### config.mk
export PLATFORM = sky130hd
export DESIGN_NAME = cps_core
export DESIGN_NICKNAME = d
export VERILOG_FILES = /design/src/core/cps_pkg.sv /design/src/core/cps_core.sv
export SDC_FILE = /design/constraint.sdc
export NUM_CORES = 1
export LEC_CHECK = 0
export BUFFER_PORTS_ARGS = -buffer_cell sky130_fd_sc_hd__buf_2
export CORE_ASPECT_RATIO = 2
export CORE_MARGIN = 4
export CORE_UTILIZATION = 59
export DETAILED_ROUTE_END_ITERATION = 16
export PLACE_DENSITY_LB_ADDON = 0.25
export SLEW_MARGIN = 20
export SYNTH_ARGS = -nofsm -noshare
export SYNTH_HDL_FRONTEND = slang
export SYNTH_SLANG_ARGS = --single-unit
### constraint.sdc
create_clock -name pclk -period 5.79 [get_ports pclk]
set_clock_uncertainty 0.2 [all_clocks]
set_input_delay 0.8685 -clock pclk [delete_from_list [all_inputs] [get_ports pclk]]
set_output_delay 0.8685 -clock pclk [all_outputs]
set_load 0.02 [all_outputs]
### src/core/cps_pkg.sv
// Package: constants, types and state layout of the program sequencer
package cps_pkg;

	// ************************************************************
	// Sizes
	// ************************************************************
	localparam int PC_W        = 12;
	localparam int DATA_W      = 8;
	localparam int INSTR_W     = 16;
	localparam int STACK_DEPTH = 8;
	localparam int SP_W        = 3;
	localparam int CNT_W       = 4;
	localparam int ADDR_W      = 8;

	// ************************************************************
	// Register map and reset values
	// ************************************************************
	localparam logic [ADDR_W-1:0] PCLOW_OFS  = 8'h00;
	localparam logic [ADDR_W-1:0] ACC_OFS    = 8'h04;
	localparam logic [ADDR_W-1:0] STATUS_OFS = 8'h08;
	localparam logic [PC_W-1:0]   PC_RST     = 12'h000;
	localparam logic [SP_W-1:0]   SP_RST     = 3'h0;
	localparam logic [CNT_W-1:0]  STACK_FULL = 4'h8;

	// Status flag positions
	localparam int C_BIT  = 0;
	localparam int AC_BIT = 1;
	localparam int Z_BIT  = 2;
	localparam int OV_BIT = 3;
	localparam int PH_LSB = 4;

	// ************************************************************
	// Enumerations
	// ************************************************************
	typedef enum logic [1:0] {PH_T1 = 2'b00, PH_T2 = 2'b01, PH_T3 = 2'b10, PH_T4 = 2'b11}
		cps_phase_e;
	typedef enum logic [2:0] {K_NOP = 3'b000, K_ALU = 3'b001, K_JUMP = 3'b010,
		K_CALL = 3'b011, K_RETURN = 3'b100, K_RETURN_INT = 3'b101} cps_kind_e;
	typedef enum logic [3:0] {ALU_ADD = 4'h0, ALU_ADC = 4'h1, ALU_SUB = 4'h2, ALU_SBC = 4'h3,
		ALU_DECADJ = 4'h4, ALU_AND = 4'h5, ALU_OR = 4'h6, ALU_XOR = 4'h7, ALU_CPL = 4'h8,
		ALU_RR = 4'h9, ALU_RRC = 4'hA, ALU_RL = 4'hB, ALU_RLC = 4'hC, ALU_INC = 4'hD,
		ALU_DEC = 4'hE, ALU_PASS = 4'hF} cps_alu_e;
	typedef enum logic [1:0] {SK_NONE = 2'b00, SK_ZERO = 2'b01, SK_NZERO = 2'b10} cps_skip_e;

	// ************************************************************
	// Carriers
	// ************************************************************
	typedef struct packed {
		cps_kind_e        kind;
		logic             ext;
		cps_alu_e         op;
		logic             dst_acc;
		cps_skip_e        skip;
		logic [PC_W-1:0]  target;
	} cps_dec_s;

	typedef struct packed {
		logic              psel;
		logic              penable;
		logic              pwrite;
		logic [ADDR_W-1:0] paddr;
		logic [31:0]       pwdata;
	} cps_apb_req_s;

	typedef struct packed {
		logic        pready;
		logic [31:0] prdata;
		logic        pslverr;
	} cps_apb_rsp_s;

	typedef struct packed {
		logic [DATA_W-1:0] res;
		logic              c;
		logic              ac;
		logic              z;
		logic              ov;
	} cps_alu_s;

	typedef struct packed {
		cps_phase_e                           ph;
		logic [PC_W-1:0]                      pc;
		logic [INSTR_W-1:0]                   fetch;
		logic                                 fetch_vld;
		logic [INSTR_W-1:0]                   exec;
		logic                                 exec_vld;
		logic                                 ext_half;
		logic                                 hold;
		logic [STACK_DEPTH-1:0][PC_W-1:0]     stack;
		logic [SP_W-1:0]                      sp;
		logic [CNT_W-1:0]                     count;
		logic [DATA_W-1:0]                    acc;
		logic [3:0]                           status;
		logic                                 irq_pend;
		logic                                 int_ack;
		logic                                 pclow_pend;
		logic [DATA_W-1:0]                    pclow_val;
		logic                                 mem_wr;
		logic [DATA_W-1:0]                    mem_wdata;
		logic [31:0]                          prdata;
	} cps_state_s;

	localparam cps_state_s STATE_RST = '0;

endpackage : cps_pkg

### src/core/cps_core.sv
// Module: instruction phase sequencer, program counter, return stack and ALU
//
// The APB interface to the registers and the register offsets were left to the implementer.
`timescale 1ns/10ps
`default_nettype none

// Contract
// RULE_01: Four phases make one instruction cycle.
// RULE_02: Counter advances and fetch happens in first phase.
// RULE_03: Decode and execute over phases two to four.
// RULE_04: Fetch overlaps execution; extended takes two cycles.
// RULE_05: Jump and call take one extra cycle.
// RULE_06: Twelve-bit counter; low byte software accessible.
// RULE_07: Counter increments unless control is transferred.
// RULE_08: Jump, call, interrupt, reset load target directly.
// RULE_09: Taken skip replaces fetched instruction with dummy.
// RULE_10: Low byte write jumps in page, dummy cycle.
// RULE_11: Eight-level hidden stack of counter values.
// RULE_12: Call or interrupt acknowledge pushes counter.
// RULE_13: Return pops stack into counter.
// RULE_14: Reset sets stack pointer to top.
// RULE_15: Full stack holds interrupt until a return.
// RULE_16: Call on full stack overwrites oldest entry.
// RULE_17: Eight-bit ALU with accumulator data path.
// RULE_18: ALU writes destination and updates status flags.
// RULE_19: ALU does arithmetic, logic, rotate, step, skip.
// RULE_20: Low byte write keeps upper counter bits.
module cps_core
#(
	parameter logic [cps_pkg::PC_W-1:0] INT_VECTOR = 12'h004
)
(
	// Clock, reset, enable
	input  wire logic                         pclk,
	input  wire logic                         presetn,
	input  wire logic                         ce,
	// APB slave
	input  wire cps_pkg::cps_apb_req_s        apb_req,
	output cps_pkg::cps_apb_rsp_s             apb_rsp,
	// Program memory
	output logic [cps_pkg::PC_W-1:0]          pmem_addr,
	output logic                              pmem_rd,
	input  wire logic [cps_pkg::INSTR_W-1:0]  pmem_data,
	// Decoder and data memory
	output logic [cps_pkg::INSTR_W-1:0]       exec_word,
	output logic                              exec_valid,
	input  wire cps_pkg::cps_dec_s            dec_in,
	input  wire logic [cps_pkg::DATA_W-1:0]   operand_in,
	output logic                              mem_wr,
	output logic [cps_pkg::DATA_W-1:0]        mem_wdata,
	// Interrupt handshake and status
	input  wire logic                         irq_req,
	input  wire logic                         gie,
	output logic                              int_ack,
	output logic [3:0]                        status_flags
);
	import cps_pkg::*;

	// ************************************************************
	// ALU
	// ************************************************************
	// Rotates, steps and complement act on the operand; arithmetic on acc and operand
	function automatic cps_alu_s alu_fn(input cps_alu_e op, input logic [7:0] a,
		input logic [7:0] b, input logic [3:0] st);
		cps_alu_s    o;
		logic [8:0]  w;
		logic [4:0]  h;
		logic        ci;
		o.res = b;
		o.c = st[C_BIT];
		o.ac = st[AC_BIT];
		o.ov = st[OV_BIT];
		o.z = 1'b0;
		w = 9'h000;
		h = 5'h00;
		ci = st[C_BIT];
		case (op)
			ALU_ADD, ALU_ADC:
			begin
				w = {1'b0, a} + {1'b0, b} + {8'h00, (op == ALU_ADC) & ci};
				h = {1'b0, a[3:0]} + {1'b0, b[3:0]} + {4'h0, (op == ALU_ADC) & ci};
				o.res = w[7:0];
				o.c = w[8];
				o.ac = h[4];
				o.ov = (a[7] == b[7]) && (w[7] != a[7]);
			end
			ALU_SUB, ALU_SBC:
			begin
				// Carry set means no borrow
				w = {1'b0, a} + {1'b0, ~b} + {8'h00, (op == ALU_SUB) | ci};
				h = {1'b0, a[3:0]} + {1'b0, ~b[3:0]} + {4'h0, (op == ALU_SUB) | ci};
				o.res = w[7:0];
				o.c = w[8];
				o.ac = h[4];
				o.ov = (a[7] != b[7]) && (w[7] != a[7]);
			end
			ALU_DECADJ:
			begin
				w = {1'b0, a};
				if ((a[3:0] > 4'h9) || st[AC_BIT])
				begin
					w = w + 9'h006;
				end
				if ((w[7:4] > 4'h9) || st[C_BIT] || w[8])
				begin
					w = w + 9'h060;
				end
				o.res = w[7:0];
				o.c = st[C_BIT] | w[8];
			end
			ALU_AND:  o.res = a & b;
			ALU_OR:   o.res = a | b;
			ALU_XOR:  o.res = a ^ b;
			ALU_CPL:  o.res = ~b;
			ALU_RR:   o.res = {b[0], b[7:1]};
			ALU_RRC:
			begin
				o.res = {ci, b[7:1]};
				o.c = b[0];
			end
			ALU_RL:   o.res = {b[6:0], b[7]};
			ALU_RLC:
			begin
				o.res = {b[6:0], ci};
				o.c = b[7];
			end
			ALU_INC:  o.res = b + 8'h01;
			ALU_DEC:  o.res = b - 8'h01;
			default:  o.res = b;
		endcase
		o.z = (o.res == 8'h00);
		return o;
	endfunction : alu_fn

	// ************************************************************
	// State
	// ************************************************************
	cps_state_s      r_reg;
	cps_state_s      r_next;
	cps_alu_s        alu;
	logic            redirect;
	logic            skip_hit;
	logic            irq_take;
	logic [PC_W-1:0] tgt;
	logic [PC_W-1:0] ret_addr;
	logic [PC_W-1:0] stack_top;
	logic            apb_setup;
	logic            apb_access;
	logic            addr_ok;

	assign stack_top  = r_reg.stack[r_reg.sp - SP_W'(1)]; // RULE_11
	assign ret_addr   = r_reg.pc - PC_W'(1);
	assign alu        = alu_fn(dec_in.op, r_reg.acc, operand_in, r_reg.status);
	assign apb_setup  = apb_req.psel && !apb_req.penable;
	assign apb_access = apb_req.psel && apb_req.penable;
	assign addr_ok    = (apb_req.paddr == PCLOW_OFS) || (apb_req.paddr == ACC_OFS) ||
		(apb_req.paddr == STATUS_OFS);

	// Next-state logic: phases, fetch, execute, stack and register access
	always_comb
	begin
		r_next = r_reg;
		redirect = 1'b0;
		skip_hit = 1'b0;
		irq_take = 1'b0;
		tgt = r_reg.pc;
		if (ce)
		begin
			r_next.mem_wr = 1'b0;
			r_next.int_ack = 1'b0;
			// Four phases per instruction cycle
			case (r_reg.ph)
				PH_T1:   r_next.ph = PH_T2; // RULE_01
				PH_T2:   r_next.ph = PH_T3;
				PH_T3:   r_next.ph = PH_T4;
				PH_T4:   r_next.ph = PH_T1;
				default: r_next.ph = PH_T1;
			endcase
			// First phase: step counter and fetch the next word
			if (r_reg.ph == PH_T1 && !r_reg.hold)
			begin
				r_next.pc = r_reg.pc + PC_W'(1); // RULE_02 RULE_07
				r_next.fetch = pmem_data; // RULE_04
				r_next.fetch_vld = 1'b1;
			end
			// Last phase: the instruction in execute completes
			if (r_reg.ph == PH_T4)
			begin
				if (r_reg.exec_vld && dec_in.ext && !r_reg.ext_half)
				begin
					// Extended work spans a second cycle, pipeline stalls
					r_next.ext_half = 1'b1; // RULE_04
					r_next.hold = 1'b1;
				end
				else
				begin
					r_next.ext_half = 1'b0;
					r_next.hold = 1'b0;
					if (r_reg.exec_vld)
					begin
						case (dec_in.kind)
							K_ALU:
							begin
								r_next.status[C_BIT] = alu.c; // RULE_18
								r_next.status[AC_BIT] = alu.ac;
								r_next.status[Z_BIT] = alu.z;
								r_next.status[OV_BIT] = alu.ov;
								if (dec_in.dst_acc)
								begin
									r_next.acc = alu.res; // RULE_17
								end
								else
								begin
									r_next.mem_wr = 1'b1;
									r_next.mem_wdata = alu.res;
								end
								skip_hit = (dec_in.skip == SK_ZERO && alu.z) ||
									(dec_in.skip == SK_NZERO && !alu.z); // RULE_19
							end
							K_JUMP:
							begin
								redirect = 1'b1; // RULE_05
								tgt = dec_in.target; // RULE_08
							end
							K_CALL:
							begin
								// Full stack wraps over the oldest entry
								r_next.stack[r_reg.sp] = ret_addr; // RULE_12 RULE_16
								r_next.sp = r_reg.sp + SP_W'(1);
								if (r_reg.count != STACK_FULL)
								begin
									r_next.count = r_reg.count + CNT_W'(1);
								end
								redirect = 1'b1;
								tgt = dec_in.target;
							end
							K_RETURN, K_RETURN_INT:
							begin
								tgt = stack_top; // RULE_13
								r_next.sp = r_reg.sp - SP_W'(1);
								if (r_reg.count != '0)
								begin
									r_next.count = r_reg.count - CNT_W'(1);
								end
								redirect = 1'b1;
							end
							default: redirect = 1'b0;
						endcase
					end
					// Low byte write jumps inside the current page
					if (r_reg.pclow_pend && !redirect)
					begin
						tgt = {r_reg.pc[PC_W-1:DATA_W], r_reg.pclow_val}; // RULE_10 RULE_20
						redirect = 1'b1;
					end
					if (r_reg.pclow_pend)
					begin
						r_next.pclow_pend = 1'b0;
					end
					// Acknowledge held off while every stack level is used
					irq_take = r_reg.irq_pend && gie && !redirect && !skip_hit &&
						(r_reg.count != STACK_FULL); // RULE_15
					if (irq_take)
					begin
						r_next.stack[r_reg.sp] = ret_addr; // RULE_12
						r_next.sp = r_reg.sp + SP_W'(1);
						r_next.count = r_reg.count + CNT_W'(1);
						r_next.irq_pend = 1'b0;
						r_next.int_ack = 1'b1;
						tgt = INT_VECTOR; // RULE_08
						redirect = 1'b1;
					end
					// Shift the pipeline; a redirect or skip leaves a dummy cycle
					r_next.exec = r_reg.fetch;
					r_next.exec_vld = r_reg.fetch_vld && !redirect && !skip_hit; // RULE_09
					if (redirect)
					begin
						r_next.pc = tgt;
					end
				end
			end
			// Request flag: a new request wins over the acknowledge clear
			if (irq_req)
			begin
				r_next.irq_pend = 1'b1; // RULE_15
			end
			// APB read data is captured in the setup cycle
			if (apb_setup)
			begin
				case (apb_req.paddr)
					PCLOW_OFS:  r_next.prdata = {24'h000000, r_reg.pc[DATA_W-1:0]}; // RULE_06
					ACC_OFS:    r_next.prdata = {24'h000000, r_reg.acc};
					STATUS_OFS: r_next.prdata = {26'h0000000, r_reg.ph, r_reg.status};
					default:    r_next.prdata = 32'h00000000;
				endcase
			end
			// APB writes take effect at the access edge; set wins over clear
			if (apb_access && apb_req.pwrite)
			begin
				if (apb_req.paddr == PCLOW_OFS)
				begin
					r_next.pclow_pend = 1'b1; // RULE_10
					r_next.pclow_val = apb_req.pwdata[DATA_W-1:0];
				end
				if (apb_req.paddr == ACC_OFS)
				begin
					r_next.acc = apb_req.pwdata[DATA_W-1:0];
				end
			end
		end
	end

	// State register; reset clears the stack pointer to zero
	always_ff @(posedge pclk or negedge presetn)
	begin
		if (!presetn)
		begin
			r_reg <= STATE_RST; // RULE_14
		end
		else
		begin
			r_reg <= r_next;
		end
	end

	// ************************************************************
	// Outputs
	// ************************************************************
	// Ready follows enable so a frozen block stalls the bus instead of dropping it
	assign apb_rsp.pready  = ce;
	assign apb_rsp.prdata  = r_reg.prdata;
	assign apb_rsp.pslverr = apb_access && !addr_ok;
	assign pmem_addr       = r_reg.pc;
	assign pmem_rd         = ce && (r_reg.ph == PH_T1) && !r_reg.hold; // RULE_02
	assign exec_word       = r_reg.exec; // RULE_03
	assign exec_valid      = r_reg.exec_vld;
	assign mem_wr          = r_reg.mem_wr;
	assign mem_wdata       = r_reg.mem_wdata;
	assign int_ack         = r_reg.int_ack;
	assign status_flags    = r_reg.status;
endmodule : cps_core

`default_nettype wire

---- After elaboration in Yosys (flattened, before gate mapping) ----
Cells that the tools add are included.
Widths: inputs -> output; s select.
storage, ports and cells
  register bits ........................... 217
  latch bits .............................. 0
  bits in writable memories ............... 0
  ROM bits ................................ 0
  bits of input ports ..................... 95
  output and inout bits ................... 78
  word-level logic and storage cells ...... 237
  memories kept ........................... 0
cells by class
  add/subtract/negate cells ............... 18
  $mul .................................... 0
  div/mod/pow operators ................... 0
  $lt $le $gt $ge ......................... 5
  equality and inequality tests ........... 45
  shift-type cells ........................ 0
  multiplexer cells ....................... 67
  bitwise operators ....................... 10
  reduce and logical (&&, ||, !) cells .... 62
operators with widths
  operator            count
  $mux 115            4
  $bwmux 96           2
  $mux 12             9
  $pmux 8 s13         1
  $mux 103            1
  $mux 9              11
  $mux 96             1
  $bmux 12 s3         1
  $demux 12 s3        1
  $mux 15             2
  $mux 29             1
  $eq 4x4->1 const B  7
  $mux 8              3
  $pmux 12 s2         1
  $pmux 8 s3          1
  $logic_and 1x1->1   21
  $mux 1              19
  $add 8x8->9         2
  $add 9x1->9         2
  $ne 6x6->1 const B  3
  $reduce_and 6->1    3
  $eq 4x3->1 const B  4
  $logic_not 8->1     2
  $pmux 7 s2          1
  other kinds (63)    104

---- Logic depth before layout (Yosys ltp) ----
  depth after elaboration ................. 29
  gate-level depth with buffers ........... 21
  gate-level depth less buffers ........... 17

---- Least setup slack after synthesis ----
No wires, ideal clock.
  kind .................................... input -> register
  start ................................... input port dec_in[17] (netlist bit)
  end ..................................... register r_reg[124] (netlist bit)
  setup time .............................. 125 ps
  arrival ................................. 5014 ps
  required time ........................... 5465 ps
  path slack .............................. 451 ps
  cell stages on the path ................. 20
  buffers on the path ..................... 4
  cell sequence ........................... buf_2 > or2_2 > clkbuf_1 > nor2_1 > nand3_1 > fa_1 > inv_1 > fa_1 > nand3_1 > a21o_1 > a21oi_1 > nor3b_1 > o32a_1 > nor4_2 > nand4_4 > mux2i_2 > or4_1 > buf_6 > buf_12 > mux2_4
between the ends
  word-level cells in the longest chain between the ends .. 17
  elaborated cells on any way between the ends .. 36
  those cells by class .................... 2 x add/sub; 14 x eq/ne; 7 x mux; 2 x bitwise; 11 x reduce/logical
ends and longest elaborated chain
  element                                    RTL line                                        text
  start: declaration                         cps_core.sv:47                                  input wire cps_pkg::cps_dec_s dec_in,
  $eq 4x2->1 or $eq 4x1->1 (tied branches)   cps_core.sv:77, cps_core.sv:90, cps_core.sv:80
  $or 1x1->1 or $and 1x1->1 (tied branches)  cps_core.sv:90, cps_core.sv:80
  $add 9x1->9 (on tied branches)             cps_core.sv:90, cps_core.sv:80
  $pmux 8 s13 *                              cps_core.sv:77                                  case (op)
  $logic_not 8->1 *                          cps_core.sv:131                                 o.z = (o.res == 8'h00);
  $logic_not 1->1                            cps_core.sv:218                                 (dec_in.skip == SK_NZERO && !alu.z);
  $logic_and 1x1->1                          cps_core.sv:218
  $logic_or 1x1->1 *                         cps_core.sv:217                                 skip_hit = (dec_in.skip == SK_ZERO && alu.z) ||
  $mux 1 *                                   cps_core.sv:201                                 case (dec_in.kind)
  $mux 1 *                                   cps_core.sv:199                                 if (r_reg.exec_vld)
  $mux 1 *                                   cps_core.sv:189                                 if (r_reg.exec_vld && dec_in.ext && !r_reg.ext_half)
  $mux 1 *                                   cps_core.sv:187                                 if (r_reg.ph == PH_T4)
  $mux 1 *                                   cps_core.sv:167                                 if (ce)
  $logic_not 1->1 *                          cps_core.sv:261                                 irq_take = r_reg.irq_pend && gie && !redirect && !skip_hit &&
  $logic_and 1x1->1 * (2 in series)          cps_core.sv:261
  $mux 103 *                                 cps_core.sv:263                                 if (irq_take)
  end signal: assignment                     cps_core.sv:322                                 r_reg <= r_next;
  end: declaration                           cps_core.sv:138                                 cps_state_s r_reg;
Every way passes the cells marked *; elsewhere a longest branch is shown, timed or not. The select of a mux whose other input is x is not followed.
A chain may end at the register's enable or synchronous reset.

---- Final worst setup path ----
  start ................................... input port dec_in[16] (netlist bit)
  end ..................................... register r_reg[150] (netlist bit)
The elaborated chain is that of the path after synthesis.

==> impl_metrics.csv <==
group,metric,value,unit
status,status,"complete, no violations",
synthesis,synth_top_area_share,37.93,%
global_route,grt-ovfl-total,0,
synthesis,synth_most_common_cell,"dfrtp_1",
detailed_routing,viasPerCell,6.335,
sta,slew-limit-headroom,30.44,%
synthesis,yosysSeqAreaShare,37.93,%
floorplanning,boundaryPins,173,
final_layout,nFillCells,1810,
synthesis,synthesis.area,0.01267,mm2
sta,finalSetupViolations,0,
place,place_area,0.01307,mm2
worst_hold_path,hold_path_class,"in -> async",
sta,rsz0062_at_grt,"no",
place,dp_slack,204.4,ps
detailed_routing,met2WireLength,20.12,mm
power_and_ir_drop,switching_share,40.35,%
power_and_ir_drop,p_leak,6.455,nW
place,place_inst,1597,
power_and_ir_drop,p_int,3.250,mW
synthesis,syn_inst,1297,
sta,tightestPinTransition,1040,ps
power_and_ir_drop,p_clk_share,21.4,%
sta,finalHoldViolCount,0,
synthesis,synthFlopType,"dfrtp_1",
synthesis,synthArstFlopShare,100.0,%
cts,cts_tree,"built",
synthesis,syn_area_per_cell,9.766,um2
detailed_routing,highest_layer,"met4",
floorplanning,core_area,0.02102,mm2
synthesis,ys_top_cells_by_count,"dfrtp_1, nand2_1, mux2_2",
cts,ctsResizeCount,0,
critical_path,worstPathMaxFanout,14,
global_route,grt_pass1_vias,10568,
final_layout,finalNetCount,1490,
cts,htree_levels,4,
sta,finalCritPeriodShare,90.55,%
critical_path,required,5930,ps
global_route,grt_pass1_wl,58.22,mm
synthesis,synth.distinct_cells,88,
place,dp_hpwl,28.29,mm
global_route,grt_usage,31.47,%
final_layout,drive_gt1_share,26.25,%
sta,fin_ws,547.2,ps
synthesis,yosys_warnings,0,
floorplanning,die_w,111.6,um
detailed_routing,dr.pass1.iters,5,
critical_path,path_class,"in -> reg",
detailed_routing,ant_nets,0,
floorplanning,start_util,60.26,%
synthesis,synth_top_cells_by_area,"dfrtp_1, mux2_2, buf_4",
place,place_congestion,1.013,
sta,finalSetupTns,0,ps
detailed_routing,vias,10326,
final_layout,largest_reg_flops,141,
floorplanning,die_y,215.2,um
global_route,antenna_found_initial,1,
floorplanning,fp.dieArea,0.02402,mm2
cts,cts.sinks,192,
floorplanning,rows,75,
power_and_ir_drop,p_switching,2.198,mW
power_and_ir_drop,combinationalPowerShare,40.5,%
critical_path,cp-end-kind,"register",
cts,cts_hold_repair.buffers,0,
detailed_routing,drt_wl_total,37.33,mm
final_layout,fin_cells,1630,
detailed_routing,wl_met1,12.28,mm
detailed_routing,remaining_drc_errors,0,
cts,cts_buffers,17,
run,drv_cap,0,
global_route,grt_start_max_net_pins,103,
final_layout,area_growth_syn_to_layout,7.784,%
detailed_routing,wl_per_cell,22.90,um
power_and_ir_drop,pwr-share-seq,38.1,%
final_layout,final_core_util,64.95,%
cts,cts_setup_buffers,0,
critical_path,start_kind,"input port",
cts,clock_latency,460,ps
final_layout,fin_area,0.01365,mm2
synthesis,synth_edf_count,0,
cts,root_buffer,"clkbuf_16",
sta,max_freq,0.1907,GHz
power_and_ir_drop,p_per_area,399.1,mW/mm2
cts,clock_path_buffers,2,
detailed_routing,drt_iter0_drc,933,
synthesis,synth-seq-cells,192,
synthesis,synth.largest_area_cell,"dfrtp_1",
sta,finalMaxSlewViolations,0,
detailed_routing,met3_length,1.729,mm
cts,clkTransAtPathRegs,80,ps
power_and_ir_drop,vdd_ir_drop_max,412.2,uV
place,port_buffers,124,
sta,min_period,5243,ps
critical_path,worstPathArrival,5380,ps
[worst max-delay path, cell delays in order]
cell and delay (ps):
buf_2 230, inv_2 60, nor2_1 150, nand3_1 210, inv_1 130, buf_4 160, ha_1 280, o21ai_0 190
o21bai_1 120, a21oi_1 210, mux2i_1 220, nand3_1 110, o32ai_1 860, nand4_4 200, mux2i_2 290, or4_1 530
buf_4 230, mux2_4 320
[cell families (layout without fill, tap and decap cells)]
logic type / count (synthesis) / in the layout / share of synthesized area, %
compound gates: 283 / 283 / 14.56
xor+xnor: 26 / 26 / 1.798
fa+ha+maj: 48 / 48 / 5.038
buf+inv: 208 / 248 / 9.197
flops: 192 / 192 / 37.93
mux: 171 / 171 / 17.39
other cells: 1 / 25 / 0.02961
simple gates: 368 / 368 / 14.06
[layout by cell type (no fill, tap or decap), types with 26 or more instances in the layout]
| cell | count |
|---|---|
| inv_1 | 53 |
| mux2i_1 | 33 |
| dfrtp_1 | 192 |
| o21ai_0 | 70 |
| buf_2 | 123 |
| mux2_2 | 101 |
| nor2_1 | 86 |
| nand2_1 | 134 |
| buf_4 | 37 |
| nand3_1 | 26 |
| a21oi_1 | 74 |
| ha_1 | 43 |
[layer usage]
layer | GRT usage [%] | vias to the layer above
met5 | 0 | -
met4 | 24.40 | 0
met3 | 4.925 | 174
met2 | 57.09 | 442
met1 | 31.40 | 5051
li1 | - | 4659
[final timing paths]
check | cells past startpoint | endpoint | slack (ps) | startpoint
setup / recovery | 18 | r_reg[150]$_DFFE_PN0P_ | 550 | dec_in[16]
hold / removal | 1 | r_reg[93]$_DFFE_PN0P_ | 250 | presetn
setup reg to reg | 13 | r_reg[150]$_DFFE_PN0P_ | 680 | r_reg[60]$_DFFE_PN0P_
hold reg to reg | 2 | exec_word[14]$_DFFE_PN0P_ | 270 | r_reg[201]$_DFFE_PN0P_
max in group asynchronous | 2 | r_reg[188]$_DFFE_PN0P_ | 4080 | presetn
min in group pclk | 2 | exec_word[14]$_DFFE_PN0P_ | 270 | r_reg[201]$_DFFE_PN0P_
[cell type report]
type	instances	area [um2]	share of cell area, %
diodes	1	2.502	0.01833
well taps	269	336.6	2.465
clock buffers	18	439.2	3.217
flip-flops and latches	192	4805	35.19
clock inverters	14	143.9	1.054
repair buffers	162	927.1	6.791
inverters	54	202.7	1.485
multi-input cells	920	6795	49.78
[through the flow]
stage	hold WS, ps	total power [mW]
2_1_floorplan	233.1	3.711
3_3_place_gp	240.5	4.209
3_5_place_dp	248.8	4.283
4_1_cts	267.1	5.460
5_1_grt	284.4	5.761
6_report	250.3	5.448
[power by group through the flow]
stage	combinational, mW	sequential (mW)	clock [mW]
after floorplan	1.78	1.93	0
after global placement	2.15	2.06	0
after detailed placement	2.20	2.08	0
after CTS	2.21	2.06	1.19
after global routing	2.39	2.12	1.25
final	2.21	2.07	1.17
Note: power is estimated with default switching activity, not from simulation.
